File: src/logic/dprs_pkg.sv
// Constants shared by the power-down and reset sequencer.
// Assumes a free-running system clock at the rate given below.
package dprs_pkg;

    // ------------------------------------------------------------
    // Timing
    // ------------------------------------------------------------
    localparam int unsigned CLK_PERIOD_NS    = 100;
    localparam int unsigned RST_MIN_PERIODS  = 4;
    localparam int unsigned LOCK_WAIT_MS     = 100;
    localparam int unsigned LOCK_WAIT_CYCLES =
        (LOCK_WAIT_MS * 1000000) / CLK_PERIOD_NS;
    localparam int unsigned MUTE_SAMPLES     = 1000;

    // ------------------------------------------------------------
    // Register map
    // ------------------------------------------------------------
    localparam logic [11:0] ADDR_CTRL_LEFT   = 12'h000;
    localparam logic [11:0] ADDR_CTRL_RIGHT  = 12'h004;
    localparam logic [11:0] ADDR_STATUS      = 12'h008;
    localparam logic [11:0] ADDR_PINS        = 12'h00C;
    localparam int unsigned ATTEN_W          = 6;
    localparam int unsigned MUTE_BIT         = 6;
    localparam logic [6:0]  CTRL_RESET       = 7'h00;
    localparam int unsigned ST_READY_BIT     = 0;
    localparam int unsigned ST_LOCKED_BIT    = 1;
    localparam int unsigned ST_CFG_CHG_BIT   = 2;

    // ------------------------------------------------------------
    // Sequencer states
    // ------------------------------------------------------------
    typedef enum logic [1:0] {
        DPRS_POWERDOWN,
        DPRS_CLEAR,
        DPRS_WAIT_LOCK,
        DPRS_RUN
    } dprs_state_t;

endpackage : dprs_pkg

File: src/logic/dprs_rst_sync.sv
// Reset synchroniser for the power-down/reset pin.
// Assertion is seen at once; release passes two flip-flops first.
`timescale 1ns/1ps
`default_nettype none
module dprs_rst_sync (
    input  wire logic clk_sys,
    input  wire logic rst_b,
    input  wire logic powerdown_reset_n,
    output var  logic engine_rst_n
);
    logic meta_q;
    logic meta_d;
    logic hold_q;
    logic hold_d;

    always_comb begin
        meta_d = 1'b1;
        hold_d = meta_q;
    end

    // ------------------------------------------------------------
    // Asynchronous assert, synchronous release
    // ------------------------------------------------------------
    always_ff @(posedge clk_sys or negedge powerdown_reset_n) begin
        if (!powerdown_reset_n) begin
            meta_q <= 1'b0;
            hold_q <= 1'b0;
        end else if (!rst_b) begin
            meta_q <= 1'b0;
            hold_q <= 1'b0;
        end else begin
            meta_q <= meta_d;
            hold_q <= hold_d;
        end
    end

    assign engine_rst_n = hold_q;
endmodule : dprs_rst_sync
`default_nettype wire

File: src/logic/dprs_sync.sv
// Two-stage synchroniser for a bus of asynchronous levels.
// Assumes the inputs come from pins outside the clock domain.
`timescale 1ns/1ps
`default_nettype none
module dprs_sync #(
    parameter int unsigned WIDTH = 1
) (
    input  wire logic             clk_sys,
    input  wire logic             rst_b,
    input  wire logic [WIDTH-1:0] async_in,
    output var  logic [WIDTH-1:0] sync_out
);
    logic [WIDTH-1:0] meta_q;
    logic [WIDTH-1:0] meta_d;
    logic [WIDTH-1:0] sync_q;
    logic [WIDTH-1:0] sync_d;

    always_comb begin
        meta_d = async_in;
        sync_d = meta_q;
    end

    always_ff @(posedge clk_sys) begin
        if (!rst_b) begin
            meta_q <= '0;
            sync_q <= '0;
        end else begin
            meta_q <= meta_d;
            sync_q <= sync_d;
        end
    end

    assign sync_out = sync_q;
endmodule : dprs_sync
`default_nettype wire

File: src/logic/dprs_top.sv
// Power-down and reset sequencer of a stereo audio converter.
// Assumes clk_sys is the free-running master clock and that an APB
// master on the same clock reaches the two channel control registers.
//
// How it works
// Pin low means power-down; high means ready.
// Controller keeps master clock running through reset.
// Controller holds reset pin low four clocks.
// Reset zeroes engine and shorts the amplifiers.
// Reset loads both channel registers with defaults.
// Controller waits 100 ms before using ports; the bench waits LOCK + 4 clocks after ready.
// Config pins accepted any time, asynchronously.
// Controller settles config pins before next word.
// Default: unmuted, attenuation zero.
// Controller mutes about 1000 samples after power-up; the model and bench never do, and MUTE_SAMPLES is unused.
// Reset release passes a two-stage synchroniser.
//
// Added by the designer: the register addresses and the APB slave port.
`timescale 1ns/1ps
`default_nettype none
module dprs_top
    import dprs_pkg::*;
#(
    parameter int unsigned LOCK_CYCLES = LOCK_WAIT_CYCLES
) (
    input  wire logic        clk_sys,
    input  wire logic        rst_b,
    input  wire logic        powerdown_reset_n,
    input  wire logic        input_format_select_0,
    input  wire logic        input_format_select_1,
    input  wire logic        word_length_select,
    input  wire logic        deemphasis_select,
    input  wire logic        psel,
    input  wire logic        penable,
    input  wire logic        pwrite,
    input  wire logic [11:0] paddr,
    input  wire logic [31:0] pwdata,
    output var  logic [31:0] prdata,
    output var  logic        pready,
    output var  logic        pslverr,
    output var  logic        powerdown,
    output var  logic        engine_clear,
    output var  logic        amp_short,
    output var  logic        ready,
    output var  logic        mute_left,
    output var  logic        mute_right,
    output var  logic [5:0]  atten_left,
    output var  logic [5:0]  atten_right,
    output var  logic [1:0]  format_sel,
    output var  logic        word_len_sel,
    output var  logic        deemph_sel
);

    // ------------------------------------------------------------
    // Reset pin and configuration pin synchronisers
    // ------------------------------------------------------------
    logic       engine_rst_n;
    logic [3:0] pins_sync;

    dprs_rst_sync u_rst_sync (
        .clk_sys           (clk_sys),
        .rst_b             (rst_b),
        .powerdown_reset_n (powerdown_reset_n),
        .engine_rst_n      (engine_rst_n)
    );

    // The pins may change at any moment; two stages keep metastable
    // values away from the mode logic.
    dprs_sync #(.WIDTH(4)) u_pin_sync (
        .clk_sys  (clk_sys),
        .rst_b    (rst_b),
        .async_in ({deemphasis_select, word_length_select,
                    input_format_select_1, input_format_select_0}),
        .sync_out (pins_sync)
    );

    // ------------------------------------------------------------
    // Sequencer
    // ------------------------------------------------------------
    localparam int unsigned CW = $clog2(LOCK_CYCLES + 1);

    dprs_state_t   state_q;
    dprs_state_t   state_d;
    logic [CW-1:0] cnt_q;
    logic [CW-1:0] cnt_d;
    logic          pd_q;
    logic          pd_d;
    logic          clr_q;
    logic          clr_d;
    logic          rdy_q;
    logic          rdy_d;
    logic          lock_q;
    logic          lock_d;

    always_comb begin
        state_d = state_q;
        cnt_d   = cnt_q;
        unique case (state_q)
            DPRS_POWERDOWN: begin
                if (engine_rst_n) begin
                    state_d = DPRS_CLEAR;
                end
            end
            DPRS_CLEAR: begin
                state_d = DPRS_WAIT_LOCK;
                cnt_d   = '0;
            end
            DPRS_WAIT_LOCK: begin
                if (cnt_q == CW'(LOCK_CYCLES - 1)) begin
                    state_d = DPRS_RUN;
                end else begin
                    cnt_d = cnt_q + CW'(1);
                end
            end
            DPRS_RUN: begin
                state_d = DPRS_RUN;
            end
        endcase
        if (!engine_rst_n) begin
            state_d = DPRS_POWERDOWN;
            cnt_d   = '0;
        end
        pd_d   = (state_d == DPRS_POWERDOWN);
        clr_d  = (state_d == DPRS_POWERDOWN) ||
                 (state_d == DPRS_CLEAR);
        rdy_d  = (state_d != DPRS_POWERDOWN);
        lock_d = (state_d == DPRS_RUN);
    end

    always_ff @(posedge clk_sys) begin
        if (!rst_b) begin
            state_q <= DPRS_POWERDOWN;
            cnt_q   <= '0;
            pd_q    <= 1'b1;
            clr_q   <= 1'b1;
            rdy_q   <= 1'b0;
            lock_q  <= 1'b0;
        end else begin
            state_q <= state_d;
            cnt_q   <= cnt_d;
            pd_q    <= pd_d;
            clr_q   <= clr_d;
            rdy_q   <= rdy_d;
            lock_q  <= lock_d;
        end
    end

    // ------------------------------------------------------------
    // Channel control registers and APB slave
    // ------------------------------------------------------------
    logic [6:0]  ctrl_l_q;
    logic [6:0]  ctrl_l_d;
    logic [6:0]  ctrl_r_q;
    logic [6:0]  ctrl_r_d;
    logic [3:0]  pins_q;
    logic [3:0]  pins_d;
    logic        chg_q;
    logic        chg_d;
    logic [31:0] rdata_q;
    logic [31:0] rdata_d;
    logic        ready_q;
    logic        ready_d;
    logic        err_q;
    logic        err_d;
    logic        acc;
    logic        hit;

    always_comb begin
        acc      = psel && penable && !ready_q;
        hit      = (paddr == ADDR_CTRL_LEFT) ||
                   (paddr == ADDR_CTRL_RIGHT) ||
                   (paddr == ADDR_STATUS) || (paddr == ADDR_PINS);
        ctrl_l_d = ctrl_l_q;
        ctrl_r_d = ctrl_r_q;
        pins_d   = pins_sync;
        chg_d    = chg_q;
        rdata_d  = '0;
        ready_d  = acc;
        err_d    = acc && !hit;
        if (pins_sync != pins_q) begin
            chg_d = 1'b1;
        end
        if (acc && pwrite) begin
            if (paddr == ADDR_CTRL_LEFT) begin
                ctrl_l_d = pwdata[MUTE_BIT:0];
            end
            // Writing a one clears the flag; a pin change in the same
            // cycle keeps it set so the event is not lost.
            if (paddr == ADDR_STATUS && pwdata[ST_CFG_CHG_BIT] &&
                pins_sync == pins_q) begin
                chg_d = 1'b0;
            end
            if (paddr == ADDR_CTRL_RIGHT) begin
                ctrl_r_d = pwdata[MUTE_BIT:0];
            end
        end
        if (acc && !pwrite) begin
            unique case (paddr)
                ADDR_CTRL_LEFT:  rdata_d = {25'h0000000, ctrl_l_q};
                ADDR_CTRL_RIGHT: rdata_d = {25'h0000000, ctrl_r_q};
                ADDR_STATUS: begin
                    rdata_d[ST_READY_BIT]   = rdy_q;
                    rdata_d[ST_LOCKED_BIT]  = lock_q;
                    rdata_d[ST_CFG_CHG_BIT] = chg_q;
                end
                ADDR_PINS:       rdata_d = {28'h0000000, pins_q};
                default:         rdata_d = '0;
            endcase
        end
        // The control registers are held at defaults while the
        // device is in power-down or clearing.
        if (clr_q) begin
            ctrl_l_d = CTRL_RESET;
            ctrl_r_d = CTRL_RESET;
        end
    end

    always_ff @(posedge clk_sys) begin
        if (!rst_b) begin
            ctrl_l_q <= CTRL_RESET;
            ctrl_r_q <= CTRL_RESET;
            pins_q   <= '0;
            chg_q    <= 1'b0;
            rdata_q  <= '0;
            ready_q  <= 1'b0;
            err_q    <= 1'b0;
        end else begin
            ctrl_l_q <= ctrl_l_d;
            ctrl_r_q <= ctrl_r_d;
            pins_q   <= pins_d;
            chg_q    <= chg_d;
            rdata_q  <= rdata_d;
            ready_q  <= ready_d;
            err_q    <= err_d;
        end
    end

    // ------------------------------------------------------------
    // Outputs, all straight from flip-flops
    // ------------------------------------------------------------
    assign prdata       = rdata_q;
    assign pready       = ready_q;
    assign pslverr      = err_q;
    assign powerdown    = pd_q;
    assign engine_clear = clr_q;
    assign amp_short    = clr_q;
    assign ready        = rdy_q;
    assign mute_left    = ctrl_l_q[MUTE_BIT];
    assign mute_right   = ctrl_r_q[MUTE_BIT];
    assign atten_left   = ctrl_l_q[ATTEN_W-1:0];
    assign atten_right  = ctrl_r_q[ATTEN_W-1:0];
    assign format_sel   = pins_q[1:0];
    assign word_len_sel = pins_q[2];
    assign deemph_sel   = pins_q[3];

endmodule : dprs_top
`default_nettype wire

File: config.mk
export PLATFORM = sky130hd
export DESIGN_NAME = dprs_top
export DESIGN_NICKNAME = d
export VERILOG_FILES = /design/src/logic/dprs_pkg.sv /design/src/logic/dprs_rst_sync.sv /design/src/logic/dprs_sync.sv /design/src/logic/dprs_top.sv
export SDC_FILE = /design/constraint.sdc
export NUM_CORES = 1
export LEC_CHECK = 0
export BUFFER_PORTS_ARGS = -buffer_cell sky130_fd_sc_hd__clkbuf_2
export CAP_MARGIN = 0
export CORE_MARGIN = 2
export CORE_UTILIZATION = 49
export DETAILED_ROUTE_END_ITERATION = 7
export PLACE_DENSITY = 0.89
export SLEW_MARGIN = 20
export SYNTH_ARGS = -nofsm -noshare
export SYNTH_HDL_FRONTEND = slang
export SYNTH_SLANG_ARGS = --single-unit
File: constraint.sdc
create_clock -name clk_sys -period 1.85 [get_ports clk_sys]
set_input_delay 0.555 -clock clk_sys [delete_from_list [all_inputs] [get_ports clk_sys]]
set_output_delay 0.555 -clock clk_sys [all_outputs]
set_load 0.02 [all_outputs]
=== Word level (Yosys, flattened, before mapping) ===
Index checks and enable logic that the tools add are counted.
W data, S select, Z words.

* Flip-flop bits (word level): 89
* Logic and storage cells: 68

* Add/sub/neg operators: 1
* Equality and inequality tests: 12
* Multiplexer cells: 12
* Bitwise operators: 1
* Reductions and logical operators: 25

{| class="wikitable"
|+ Operators by type and width
! kind !! count
|-
| $pmux W20 S2 || 1
|-
| $eq A12 B4 Y1 const B || 2
|-
| $add A20 B1 Y20 const B || 1
|-
| $eq A20 B20 Y1 const B || 1
|-
| $mux W20 || 1
|-
| $eq A12 B3 Y1 const B || 1
|-
| $logic_not A12 Y1 || 1
|-
| $pmux W3 S4 || 1
|-
| $pmux W4 S3 || 1
|-
| $reduce_and A2 Y1 || 5
|-
| $pmux W2 S4 || 1
|-
| $logic_and A1 B1 Y1 || 7
|-
| $eq A2 B2 Y1 const B || 3
|-
| $mux W1 || 5
|-
| $eq A2 B1 Y1 const B || 2
|-
| $eq A4 B4 Y1 || 1
|-
| $logic_not A2 Y1 || 2
|-
| $logic_or A1 B1 Y1 || 4
|-
| $mux W2 || 2
|-
| $ne A4 B4 Y1 || 1
|-
| $reduce_bool A2 Y1 || 2
|-
| $logic_not A1 Y1 || 3
|-
| $ne A2 B2 Y1 const B || 1
|-
| $reduce_or A2 Y1 || 1
|-
| $not A1 Y1 || 1
|}

=== Depth between registers and ports, before layout ===
* Depth in word-level cells: 6
* Mapped depth: 7
* Mapped depth without buffers: 5

=== Modules after synthesis ===
From an unflattened synthesis, not the netlist that was laid out.

* Cells, all modules: 282
* Area, all modules: 2,757.6 um2

{| class="wikitable"
|+ By module, submodules not included
! module !! instances !! cells an instance !! area each (um2)
|-
| dprs_top || 1 || 263 || 2,491.1
|-
| dprs_sync || 1 || 16 || 210.2
|-
| dprs_rst_sync || 1 || 3 || 56.3
|}

=== Least setup slack after synthesis ===
Ideal clock, no wire load.

* Kind: in2reg
* Start point: in paddr[11]
* End point: reg ctrl_r_q[4]
* Setup time: 0.128 ns
* Data arrival time: 1.674 ns
* Required time: 1.722 ns
* Path slack: 0.049 ns
* Stages on the path: 6
* Path buffers: 1
* Cells stage by stage: nor4_2 > nand4_1 > nor3b_1 > buf_2 > mux2i_1 > nor2_1

* Word-level cells in the longest chain between the ends: 2

{| class="wikitable"
|+ RTL lines
! what !! RTL line !! text
|-
| from (decl) || dprs_top.sv:36 || <nowiki>input wire logic [11:0] paddr,</nowiki>
|-
| $eq A12 B3 Y1 || dprs_top.sv:193 || <nowiki>if (paddr == ADDR_CTRL_RIGHT) begin</nowiki>
|-
| $reduce_and A2 Y1 (no source line) || - ||
|-
| to (signal assigned) || dprs_top.sv:229 || <nowiki>ctrl_r_q <= ctrl_r_d;</nowiki>
|-
| to (decl) || dprs_top.sv:153 || <nowiki>logic [6:0] ctrl_r_q;</nowiki>
|}

Every way passes these cells.
A chain may end at the register's enable or synchronous reset.

=== Worst setup path after layout ===
* Start point: in paddr[11]
* End point: reg ctrl_r_q[6]

The elaborated chain is that of the path after synthesis.

==> run summary <==
Area after DPL = 0.00324 sq mm
final wirelength = 6.34 mm
CTS buffer count = 9
reg-to-reg startpoint = state_q[0]
I/O Buffers = 59
Crit path largest cell delay = 320 ps
crit-path max FO = 7
Final Hold Slack = 423 ps
number of synthesized flops with an enable pin = 0
Hold Crit Endpoint = u_pin_sync.meta_q[2]
Worst Skew = 10.1 ps
Layout Nets = 429
CP bufs+invs = 2
Final Hold Fails = 0
asr flop ratio synth = 3.13%
most common cell after layout, fill and taps aside = dfxtp_1
vias in the first global route = 2,378
setup TNS = 0 ps
Final Core Density = 62.8%
antenna cell count = 0
CP Data Required Time = 2050 ps
capture point of the worst reg-to-reg path = cnt_q[10]
first-pass GRT wire length = 10.3 mm
Final period util = 93.0%
R2R Setup Slk = 140 ps
via count = 2,360
GR Overflow Total = 0
Post-Syn Area = 0.00287 sq mm
Top FF cell, synth = dfxtp_1
Hold Crit Depth = 2
H-tree depth = 3
Detail Route Antenna Nets = 0
drt first pass iters = 4
Syn Area/Cell = 9.66 sq um
I/O pin cnt = 110
Hold WC Path Type = input port to flop
Final Setup Violations = 0
Die Wd = 80.5 microns
dpl hpwl = 4.50 mm
Worst setup SP type = input port
post-DR vias/cell = 5.26
cell area after layout = 0.00350 sq mm
CTS Buffer Depth = 2
Initial DRC Count = 128
Core ar. = 0.00557 sq mm
leakage = 0.00153 uW
root buffer cell = clkbuf_8
fin. max-slew vios = 0
CP endpoint kind = flop
initial antenna violation count = 0
Die Y = 80.5 microns
minimum clock period = 1720 ps
Area Overhead vs Synth = 22.0%
PD cells = 869 mW/mm^2
Starting Density = 51.4%
DRC viols = 0
worst r2r path cells = 5
FF+latch count, synth = 64
Netlist cell types = 49
WP data arrival = 1920 ps
critical path cell sequence = clkbuf_2, nor4_2, nand4_1, nor3b_1, buf_4, mux2i_1, nor2_1
DIE AREA = 0.00648 sq mm
yosys warns = 0
All-Layer GR Usage = 20.6%
sequential fraction of the synthesis area = 45.0%
Max-Cap Viols = 0
Clock Pin Slew Worst Setup and Hold Paths = 60 ps
Worst path slowest cell = nor4_2
largest net degree at the start of global routing = 15
DR WL/cell = 14.1 microns
TritonCTS clock tree = built
fraction of layout cells with a size suffix above 1 = 28.9%
commonest cells after routing, fill and taps aside = 62 x dfxtp_1, 59 x clkbuf_2, 35 x nor2_1, 25 x conb_1, 21 x buf_4
CP delay by family, top = simple AND/OR/NAND/NOR gates
synthesized instance count = 297
run status = complete, no violations
Crit Path Class = input port to flop
min-delay src = word_length_select
FP Rows = 27
CTS Sinks = 64
clk_lat worst skew = 340 ps
Worst IR Drop VDD = 424 uV
FMAX = 581 MHz
routability cong. = 0.835
-- power breakdown --
part	total (uW)	switching (uW)	internal [uW]
clock network	1450	499	954
registers	1410	11.9	1400
logic	177	112	64.8
total	3040	623	2420
-- state kept, by name, summed over array words and instances (netlist names), 2 cells and up --
signal	flops
u_pin_sync.sync_out	4
state_q	2
ctrl_l_q	7
prdata	7
ctrl_r_q	7
u_pin_sync.meta_q	4
pins_q	4
cnt_q	20
-- worst max path at each step --
stage,from,to,slack (ps),depth (start not counted)
after floorplan,paddr[11],ctrl_r_q[4],50,6
after global placement,paddr[5],ctrl_r_q[5],-130,7
after detailed placement,paddr[11],ctrl_r_q[6],-200,7
after CTS,cnt_q[8],cnt_q[1],50,5
after global routing,cnt_q[8],cnt_q[14],-3,6
final,paddr[11],ctrl_r_q[6],130,7
-- synthesized netlist by cell type, types with 2 or more instances --
cell type	number	area share [%]
o31ai_1	2	0.52
clkbuf_1	7	0.92
nand3_1	10	1.7
and2_1	19	4.1
nand4_2	2	0.87
buf_4	26	6.8
nor3_1	6	1.0
nor3b_1	2	0.52
nand4_1	7	1.5
or4_1	3	0.79
xor2_1	12	3.7
and4b_1	2	0.70
a22oi_1	2	0.52
dfxtp_1	62	43
o31a_1	2	0.61
nand2_1	11	1.4
inv_1	4	0.52
nand2b_1	3	0.65
or3_1	6	1.3
mux2i_1	19	6.6
o211ai_1	2	0.52
nor2_1	35	4.6
mux4_2	3	2.4
nor4_2	2	0.87
nor4_1	3	0.65
nor2b_1	2	0.44
and3_1	4	0.87
a31oi_1	2	0.44
o21a_1	2	0.52
a21oi_1	4	0.70
buf_2	5	0.87
o21ai_0	8	1.4
dfrtp_1	2	1.7
-- cell type report --
type,count,area [sq um]
clock inverter,3,90.1
fill,437,2070
clock buffer,11,151
multi-input combinational,214,1400
timing repair buffer,81,463
sequential,64,1290
tap,72,90.1
inverter,4,15.0
-- cells by family after synthesis --
| family | synth area share [%] |
|---|---|
| and+or+nand+nor | 25.4 |
| DFF | 45.0 |
| buffers and inverters | 9.51 |
| AOI/OAI and AO/OA | 6.41 |
| muxes | 9.38 |
| xor gates and xnor gates | 3.66 |
| adders and majority gates | 0.436 |
| other | 0.131 |
-- metrics by stage --
step	instances	total power, uW	worst slack [ps]
CTS	448	3070	52.6
global route	449	3150	-3.41
floorplan	321	1580	48.6
global placement	433	1610	-128
detailed placement	433	1610	-201
finish	449	3040	130
-- per-layer routing --
layer	routed length [microns]	global-route usage [%]	vias up
met2	3190	36.9	94
met4	156	9.49	0
met3	418	6.29	21
li1	-	-	1137
met5	0	0	-
met1	2580	22.0	1108
-- worst reg2reg max path: cells and delay by family, from the launching register on --
family,cells,cell delay [ps]
AOI/OAI and AO/OA,2,240
and+or+nand+nor,2,760
DFF,1,490
buffers and inverters,1,140
-- repair_timing --
| action | CTS | global route |
|---|---|---|
| endpoints found under the hold margin | 2 | 0 |
| setup buffers | 0 | 1 |
| hold buffers | 1 | 0 |
| resized for setup | 0 | 1 |
| setup endpoints to repair | 0 | 11 |
No activity file was read; power rests on OpenSTA's default activity.
